File: src/design/irq_mask_cfg.svh
// register offsets, field positions and reset values of the level mask block
// assumes inclusion by the package and the top module only
`ifndef IRQ_MASK_CFG_SVH
`define IRQ_MASK_CFG_SVH

`define LEVEL_MASK_ADDR 8'hDD
`define TIMER_PEND_ADDR 8'hD2
`define LEVEL_MASK_RESET 8'h00
`define PEND_RESET 3'h0
`define PEND_T1_OVF_BIT 2
`define PEND_T1_MATCH_BIT 1
`define PEND_TA_OVF_BIT 0
`define PEND_USED_BITS 3
`define LEVEL_SEVEN_BIT 7

`endif

File: src/design/irq_mask_pkg.sv
// types shared by the interrupt level mask block
// assumes irq_mask_cfg.svh is on the include path
package irq_mask_pkg;
  `include "irq_mask_cfg.svh"
  typedef logic [7:0] reg_byte_t;
  typedef logic [7:0] level_vec_t;
  typedef logic [`PEND_USED_BITS-1:0] pend_vec_t;
endpackage

File: src/design/interrupt_level_mask_pending.sv
// interrupt level mask register and timer pending flags
// assumes a byte-wide register port from the cpu core, synchronous to ref_clk_i
`timescale 1ns/10ps
`include "irq_mask_cfg.svh"

module interrupt_level_mask_pending #(
  parameter int SRC_PER_LEVEL = 4
) (
  input wire logic ref_clk_i,
  input wire logic nrst_i,
  input wire logic reg_wr_i,
  input wire logic reg_rd_i,
  input wire irq_mask_pkg::reg_byte_t reg_addr_i,
  input wire irq_mask_pkg::reg_byte_t reg_wdata_i,
  output irq_mask_pkg::reg_byte_t reg_rdata_o,
  input wire logic [8*SRC_PER_LEVEL-1:0] level_src_i,
  input wire logic t1_ovf_i,
  input wire logic t1_match_i,
  input wire logic ta_ovf_i,
  output irq_mask_pkg::level_vec_t level_req_o,
  output irq_mask_pkg::pend_vec_t pend_o
);
  import irq_mask_pkg::*;

  // ----------------------------------------
  // reset release
  // ----------------------------------------
  logic [1:0] rst_sync_r;
  logic rst_n;

  always_ff @(posedge ref_clk_i or negedge nrst_i) begin
    if (!nrst_i) begin
      rst_sync_r <= 2'h0;
    end else begin
      rst_sync_r <= {rst_sync_r[0], 1'b1};
    end
  end
  assign rst_n = rst_sync_r[1];

  // ----------------------------------------
  // local sizes
  // ----------------------------------------
  localparam int NUM_LEVELS = 8;
  localparam int PEND_PAD = 8 - `PEND_USED_BITS;

  // ----------------------------------------
  // register select
  // ----------------------------------------
  logic mask_sel;
  logic pend_sel;

  // shared by every register select below
  function automatic logic addr_hit(input reg_byte_t addr, input reg_byte_t target);
    return addr == target;
  endfunction

  always_comb begin
    mask_sel = addr_hit(reg_addr_i, `LEVEL_MASK_ADDR);
    pend_sel = addr_hit(reg_addr_i, `TIMER_PEND_ADDR);
  end

  // ----------------------------------------
  // bus strobes
  // ----------------------------------------
  logic mask_wr;
  logic pend_wr;
  logic mask_rd;
  logic pend_rd;
  logic any_rd;

  // unmapped writes match no select and fall away here
  always_comb begin
    mask_wr = reg_wr_i && mask_sel;
    pend_wr = reg_wr_i && pend_sel;
    mask_rd = reg_rd_i && mask_sel;
    pend_rd = reg_rd_i && pend_sel;
    any_rd = reg_rd_i;
  end

  // ----------------------------------------
  // level mask register
  // ----------------------------------------
  reg_byte_t mask_r;
  reg_byte_t mask_nxt;

  always_comb begin
    mask_nxt = mask_r;
    if (mask_wr) begin
      mask_nxt = reg_wdata_i;
    end
  end

  // mask resets to zero: undefined in hardware, masked is the safe choice
  always_ff @(posedge ref_clk_i or negedge rst_n) begin
    if (!rst_n) begin
      mask_r <= `LEVEL_MASK_RESET;
    end else begin
      mask_r <= mask_nxt;
    end
  end

  // ----------------------------------------
  // timer pending flags
  // ----------------------------------------
  pend_vec_t pend_r;
  pend_vec_t pend_nxt;
  pend_vec_t set_vec;
  pend_vec_t keep_vec;

  // events gathered into their flag positions
  function automatic pend_vec_t pend_events(input logic t1_ovf, input logic t1_match, input logic ta_ovf);
    pend_vec_t v;
    v = '0;
    v[`PEND_T1_OVF_BIT] = t1_ovf;
    v[`PEND_T1_MATCH_BIT] = t1_match;
    v[`PEND_TA_OVF_BIT] = ta_ovf;
    return v;
  endfunction

  always_comb begin
    set_vec = pend_events(t1_ovf_i, t1_match_i, ta_ovf_i);
    keep_vec = '1;
    if (pend_wr) begin
      // writing one leaves a flag alone
      keep_vec = reg_wdata_i[`PEND_USED_BITS-1:0];
    end
    // a same-cycle event wins over the clear, so no request is lost
    pend_nxt = (pend_r & keep_vec) | set_vec;
  end

  // bits 7..3 have no storage at all
  always_ff @(posedge ref_clk_i or negedge rst_n) begin
    if (!rst_n) begin
      pend_r <= `PEND_RESET;
    end else begin
      pend_r <= pend_nxt;
    end
  end

  // ----------------------------------------
  // level requests toward the cpu
  // ----------------------------------------
  level_vec_t level_any;
  level_vec_t req_r;
  level_vec_t req_nxt;

  // any source of a level asserts it
  function automatic level_vec_t or_levels(input logic [8*SRC_PER_LEVEL-1:0] src);
    level_vec_t v;
    v = '0;
    for (int i = 0; i < NUM_LEVELS; i++) begin
      v[i] = |src[i*SRC_PER_LEVEL +: SRC_PER_LEVEL];
    end
    return v;
  endfunction

  always_comb begin
    level_any = or_levels(level_src_i);
    // masked levels withheld; bit 7 carries the port 0 upper pins
    req_nxt = level_any & mask_r;
  end

  // registered so the cpu never sees a decode glitch; costs one cycle
  always_ff @(posedge ref_clk_i or negedge rst_n) begin
    if (!rst_n) begin
      req_r <= 8'h00;
    end else begin
      req_r <= req_nxt;
    end
  end

  // ----------------------------------------
  // read data
  // ----------------------------------------
  reg_byte_t rdata_r;
  reg_byte_t rdata_nxt;

  always_comb begin
    rdata_nxt = rdata_r;
    if (any_rd) begin
      // unmapped reads return zero rather than stale data
      rdata_nxt = 8'h00;
    end
    if (mask_rd) begin
      rdata_nxt = mask_r;
    end
    if (pend_rd) begin
      rdata_nxt = {{PEND_PAD{1'b0}}, pend_r};
    end
  end

  // holds until the next read so a slow cpu can fetch it late
  always_ff @(posedge ref_clk_i or negedge rst_n) begin
    if (!rst_n) begin
      rdata_r <= 8'h00;
    end else begin
      rdata_r <= rdata_nxt;
    end
  end

  // ----------------------------------------
  // outputs
  // ----------------------------------------
  // every output is a flip-flop, no logic after it
  assign reg_rdata_o = rdata_r;
  assign level_req_o = req_r;
  assign pend_o = pend_r;
endmodule

File: config.mk
export PLATFORM = sky130hd
export DESIGN_NAME = interrupt_level_mask_pending
export DESIGN_NICKNAME = d
export VERILOG_FILES = /design/src/design/irq_mask_pkg.sv /design/src/design/interrupt_level_mask_pending.sv
export VERILOG_INCLUDE_DIRS = /design/src /design/src/design
export SDC_FILE = /design/constraint.sdc
export NUM_CORES = 1
export LEC_CHECK = 0
export ABC_CLOCK_PERIOD_IN_PS = 950
export BUFFER_PORTS_ARGS = -buffer_cell sky130_fd_sc_hd__buf_2
export CORE_MARGIN = 2
export CORE_UTILIZATION = 37
export DETAILED_ROUTE_END_ITERATION = 16
export GPL_ROUTABILITY_DRIVEN = 0
export PLACE_DENSITY = 0.81
export SYNTH_ARGS = -nofsm -noshare
export SYNTH_HDL_FRONTEND = slang
export SYNTH_SLANG_ARGS = --single-unit
File: constraint.sdc
create_clock -name ref_clk_i -period 0.95 [get_ports ref_clk_i]
set_clock_uncertainty 0.05 [all_clocks]
set_input_delay 0 -clock ref_clk_i [delete_from_list [all_inputs] [get_ports ref_clk_i]]
set_output_delay 0 -clock ref_clk_i [all_outputs]
set_load 0.02 [all_outputs]
==> results of run 1 <==
-- power groups by stage --
| stage | combinational [uW] | clock, uW | sequential, uW |
|---|---|---|---|
| 5_1_grt | 422 | 776 | 1290 |
| 4_1_cts | 379 | 710 | 1290 |
| 3_3_place_gp | 224 | 0 | 1310 |
| 3_5_place_dp | 234 | 0 | 1310 |
| 6_report | 392 | 689 | 1290 |
| 2_1_floorplan | 43.3 | 0 | 1350 |
-- how the worst max path moves through the flow --
stage / from / endpoint / slack, ns / cells past startpoint
final: reg_rdata_o[2]$_DFFE_PN0P_ / reg_rdata_o[2]$_DFFE_PN0P_ / -0.02 / 2
after global placement: reg_addr_i[5] / mask_r[4]$_DFFE_PN0P_ / -0.15 / 4
after global routing: pend_o[2]$_DFF_PN0_ / pend_o[2] / -0.04 / 1
after floorplan: reg_addr_i[4] / reg_rdata_o[0]$_DFFE_PN0P_ / -0.08 / 5
after CTS: pend_o[0]$_DFF_PN0_ / pend_o[0] / 0.003 / 1
after detailed placement: reg_addr_i[5] / mask_r[7]$_DFFE_PN0P_ / -0.19 / 4
-- cells in the final DEF, fill, tap and decap left out, types with 2 or more instances in the layout --
master         count
o41a_1             8
clkbuf_4           5
buf_4              9
nand4b_1           3
a221o_1            3
a21o_1             3
dlygate4sd3_1     46
nor2b_4            2
clkbuf_1           3
mux2_2             8
a22o_2             5
dfrtp_1           29
buf_6              7
buf_2             66
-- stage by stage --
step	util (%)	std cells	setup WS, ns	setup TNS (ns)	power, uW
after floorplan	-	72	-0.0829	-0.400	1390
after global placement	51.8	180	-0.152	-1.61	1540
after detailed placement	51.8	180	-0.187	-2.34	1550
after CTS	69.7	235	0.00307	0	2380
after global routing	72.0	239	-0.0351	-0.208	2490
final	72.0	239	-0.0175	-0.0300	2370
-- state kept, by name (all words and copies together), names as in the netlist --
name / flops
rst_sync_r: 2
pend_o: 3
reg_rdata_o: 8
level_req_o: 8
mask_r: 8
-- cell families (layout without fill, tap and decap cells) --
kind of cell,Yosys count,after routing,share of synthesized area (%)
compound gates,19,19,16.9
buf+inv,3,137,2.30
flops,29,29,63.5
mux,8,8,7.89
other cells,1,1,0.328
simple gates,12,12,9.09
-- routing by layer --
metal	track usage, %	vias to the layer above	wire (microns)
li1	-	547	-
met1	22.6	559	1360
met2	39.4	51	2000
met3	5.90	9	174
met4	10.2	0	85
met5	0	-	0
-- area by class of cell --
cell class                      count  area [sq um]
Tap cell                           33          41.3
Multi-Input combinational cell     40           405
Timing Repair Buffer              128           937
Sequential cell                    29           726
Fill cell                         208           841
Clock buffer                        8          48.8
Inverter                            1          3.75
-- worst register-to-register path, cell delays in order (launching register included) --
cell and delay, ns:
dfrtp_1 0.42, nor2b_4 0.14, a221o_1 0.25
-- what timing repair did --
action,in CTS,in global routing
setup buffers,1,4
pin swaps,0,0
endpoints found under the hold margin,21,0
endpoints found under the setup margin,3,14
hold buffers,46,0
resized for setup,6,12
cloned,0,0
==> flow_summary.toml, run 1 <==
[die]
start_util_pct = 38.0
die_w_microns = 59.6
core_area_sq_mm = 0.00300
die_area_sq_mm = 0.00355
io_pins = 74
fp.dieH_microns = 59.6
rows = 20

[drt]
vias = 1166
avgRoutedWirePerCell_microns = 15.1
first_pass_iters = 4
drt_wl_total_microns = 3620
drt_iter0_drc = 25
drc = 0
drtAntennaViolNets = 0
viasPerCell = 4.88

[setup_path]
crit_type = "reg -> reg"
reg2reg_setup_slack_ns = -0.02
critical-path-slowest-cell = "dfrtp_1"
critPathBufInv = 0
worst_setup_path_start_kind = "flip-flop"
crit_path_end_kind = "flip-flop"
cp_data_required_time_ns = 1.11
r2r_cells = 2
r2r-start = "reg_rdata_o[2]$_DFFE_PN0P_"
worst-path-max-fanout = 2
worstPathCellList = "nor2b_4, a221o_1"
critPathTopFamily = "flip-flops"
timing.rr.end = "reg_rdata_o[2]$_DFFE_PN0P_"
arrival_ns = 1.12
max_stage_delay_ns = 0.42

[finish]
final_net_count = 260
diodes = 0
syn_to_final_growth_pct = 89.3
fin_area_sq_mm = 0.00216
layout-drive-gt1-share_pct = 51.5

[grt]
grt_pass1_wl_microns = 5290
antenna_found_initial = 0
first_global_vias = 1207
groute.usage.overall_pct = 21.5
grt-ovfl-total = 0
grt_max_degree = 16

[placement]
dpl_cell_area_sq_mm = 0.00156
dp_hpwl_microns = 2180
port_buffers = 73

[cts]
cts_root_buf = "clkbuf_4"
clock_path_buffers = 2
insertion_delay_ns = 0.32
clock-sinks = 29
cts.reportedPaths.clkPinSlew_ns = 0.08
cts_made_buffers = 5
cts_tree = "yes"
htreeDepth = 2

[yosys]
synth-edff-count = 0
ys_warn_count = 0
synth_top_cell_by_area = "dfrtp_1"
yosys_most_used_dff = "dfrtp_1"
synth_area_sq_mm = 0.00114
synth_most_common_cell = "dfrtp_1"
synth_seq_cells = 29
yosys-top-cells-area = "dfrtp_1 64%, mux2_2 7.9%, o41a_1 7.9%"
seq_area_frac_synth_pct = 63.5
synthArstFlopShare_pct = 100
syn_inst = 72
syn_area_per_cell_sq_um = 15.9
yosysUniqueCellTypes = 17
yosys.area.top_type_share_pct = 63.5
syn_nets = 127
synth_common_cells = "29 x dfrtp_1, 8 x mux2_2, 8 x o41a_1"

[power]
power_frac_seq_pct = 54.4
power_density_mw_per_mm2 = 1100
ir_worst_vdd_v = 0.000811
clkPwrFrac_pct = 29.1
power_leakage_uw = 0.00110
switching_share_pct = 23.5
p_comb_share_pct = 16.5
p_int_uw = 1810
p_switching_uw = 557

[timing]
rsz0062_at_grt = "true"
hold_viol = 0
hold_slack_ns = 0.0434
max_freq_ghz = 1.03
drv_slew = 0
layout_setup_ws_ns = -0.0175
period_minus_slack_ns = 0.967
setup_viol = 3
period_share_pct = 102

[run]
max-cap-violations = 0

[min_path]
hold_start = "reg_rd_i"
holdCritPathClass = "in -> reg"
hold-path-cell-count = 3
min_to = "reg_rdata_o[2]$_DFFE_PN0P_"

[status]
status = "complete, but fails checks"
violations = "negative setup slack"
No activity file was read; power rests on OpenSTA's default activity.
==> run 2, diff against run 1 <==
HOLD_SLACK_MARGIN = 0.05   (was not set)
PLACE_DENSITY = not set   (was 0.81)
PLACE_DENSITY_LB_ADDON = 0.15   (was not set)
==> flow_summary.toml, run 2 (same netlist as run 1, synthesis figures left out) <==
[power]
clkPwrFrac_pct = 30.2
total_power_uw = 2420
p_switching_uw = 537
switching_share_pct = 22.2
p_comb_share_pct = 16.5
power_density_mw_per_mm2 = 1110
power_frac_seq_pct = 53.4
p_int_uw = 1880
ir_worst_vdd_v = 0.000660
power_leakage_uw = 0.00112

[die]
core_area_sq_mm = 0.00300
start_util_pct = 38.0
fp.dieH_microns = 59.6
rows = 20
die_area_sq_mm = 0.00355
die_w_microns = 59.6
io_pins = 74

[drt]
wl_met2_microns = 1770
drtAntennaViolNets = 0
avgRoutedWirePerCell_microns = 13.8
drc = 0
first_pass_iters = 3
viasPerCell = 4.77
met3_length_microns = 183
routed.top_layer = "met4"
vias = 1139
route.layer.met1.wl_microns = 1280
drt_wl_total_microns = 3290
drt_iter0_drc = 13

[min_path]
holdCritPathClass = "in -> reg"
hold-path-cell-count = 3
min_to = "reg_rdata_o[3]$_DFFE_PN0P_"
hold_start = "reg_rd_i"

[setup_path]
reg2reg_setup_slack_ns = -0.002
critPathTopFamily = "flip-flops"
timing.rr.end = "reg_rdata_o[0]$_DFFE_PN0P_"
crit_type = "reg -> reg"
max_stage_delay_ns = 0.41
critPathBufInv = 0
crit_path_start = "reg_rdata_o[0]$_DFFE_PN0P_"
worst-path-max-fanout = 2
cp_data_required_time_ns = 1.10
worst_setup_path_start_kind = "flip-flop"
critical-path-slowest-cell = "dfrtp_1"
crit_path_end_kind = "flip-flop"
worstPathCellList = "nor2b_4, a221o_1"
r2r_cells = 2
arrival_ns = 1.11
r2r-start = "reg_rdata_o[0]$_DFFE_PN0P_"

[cts]
cts_made_buffers = 5
cts_root_buf = "clkbuf_4"
insertion_delay_ns = 0.31
cts_tree = "yes"
clock_path_buffers = 2
htreeDepth = 2
cts.reportedPaths.clkPinSlew_ns = 0.08
clock-sinks = 29

[placement]
dp_hpwl_microns = 2050
port_buffers = 73
dp_cells = 180

[grt]
first_global_vias = 1159
grt_pass1_wl_microns = 4910
groute.usage.overall_pct = 19.4
grt_max_degree = 20
antenna_found_initial = 0
grt-ovfl-total = 0

[finish]
final_cell_mix = "68 x buf_2, 47 x dlygate4sd3_1, 29 x dfrtp_1"
final_common_cell = "buf_2"
fill_cells = 202
fin_cells = 239
layout-drive-gt1-share_pct = 51.5
diodes = 0
syn_to_final_growth_pct = 90.0
fin_util_pct = 72.3
final_net_count = 261

[status]
status = "complete, but fails checks"
violations = "negative setup slack"

[run]
max-cap-violations = 0

[timing]
period_minus_slack_ns = 0.952
period_share_pct = 100
max_freq_ghz = 1.05
setup_viol = 1
drv_slew = 0
hold_slack_ns = 0.0978
hold_viol = 0
layout_setup_ws_ns = -0.00210
rsz0062_at_grt = "true"
[run 2: cell types whose count changed in the layout (fill, tap and decap cells not counted), sizes merged]
cell | previous run | this run
dlymetal6s4s | 0 | 1
clkbuf | 8 | 7
dlygate4sd3 | 46 | 47
buf | 82 | 81
[run 2: what timing repair did]
item	CTS	global route
hold buffers	47	1
endpoints found under the setup margin	3	10
setup buffers	0	4
resized for setup	6	9
hold endpoints to repair	23	1
[run 2: cell type report]
type / count / area, sq um / share of cell area [%]
flip-flops and latches: 29 / 726 / 33.4
inverters: 1 / 3.75 / 0.173
multi-input cells: 40 / 405 / 18.7
clock buffers: 7 / 55.1 / 2.54
well taps: 33 / 41.3 / 1.90
repair buffers: 129 / 940 / 43.3
[run 2: metrics by stage]
stage,worst slack (ns),setup TNS [ns],cell area (sq um)
2_1_floorplan,-0.0829,-0.400,1140
3_3_place_gp,-0.158,-1.72,1560
3_5_place_dp,-0.206,-2.09,1560
4_1_cts,0.000296,0,2100
5_1_grt,-0.0303,-0.103,2170
6_report,-0.00210,-0.00210,2170
[run 2: worst max-delay path by stage]
stage,depth (start not counted),slack (ns),to
finish,2,-0.002,reg_rdata_o[0]$_DFFE_PN0P_
global route,1,-0.03,pend_o[2]
global placement,4,-0.16,mask_r[7]$_DFFE_PN0P_
floorplan,5,-0.08,reg_rdata_o[0]$_DFFE_PN0P_
detailed placement,4,-0.21,mask_r[7]$_DFFE_PN0P_
CTS,1,0.0003,pend_o[2]
[run 2: layer usage]
metal  global-route usage [%]  vias up
li1                         -      552
met1                     20.6      534
met2                     35.0       47
met3                     6.11        6
met4                     7.94        0
met5                        0        -
[run 2: power groups by stage]
| stage | registers (uW) | clock network [uW] | logic [uW] |
|---|---|---|---|
| after detailed placement | 1310 | 0 | 234 |
| after CTS | 1290 | 752 | 383 |
| after global routing | 1290 | 821 | 431 |
| final | 1290 | 729 | 398 |
| after global placement | 1310 | 0 | 227 |
| after floorplan | 1350 | 0 | 43.3 |
[run 2: worst reg2reg max path: stages, from the launching register on]
cell and delay, ns:
dfrtp_1 0.41, nor2b_4 0.13, a221o_1 0.25
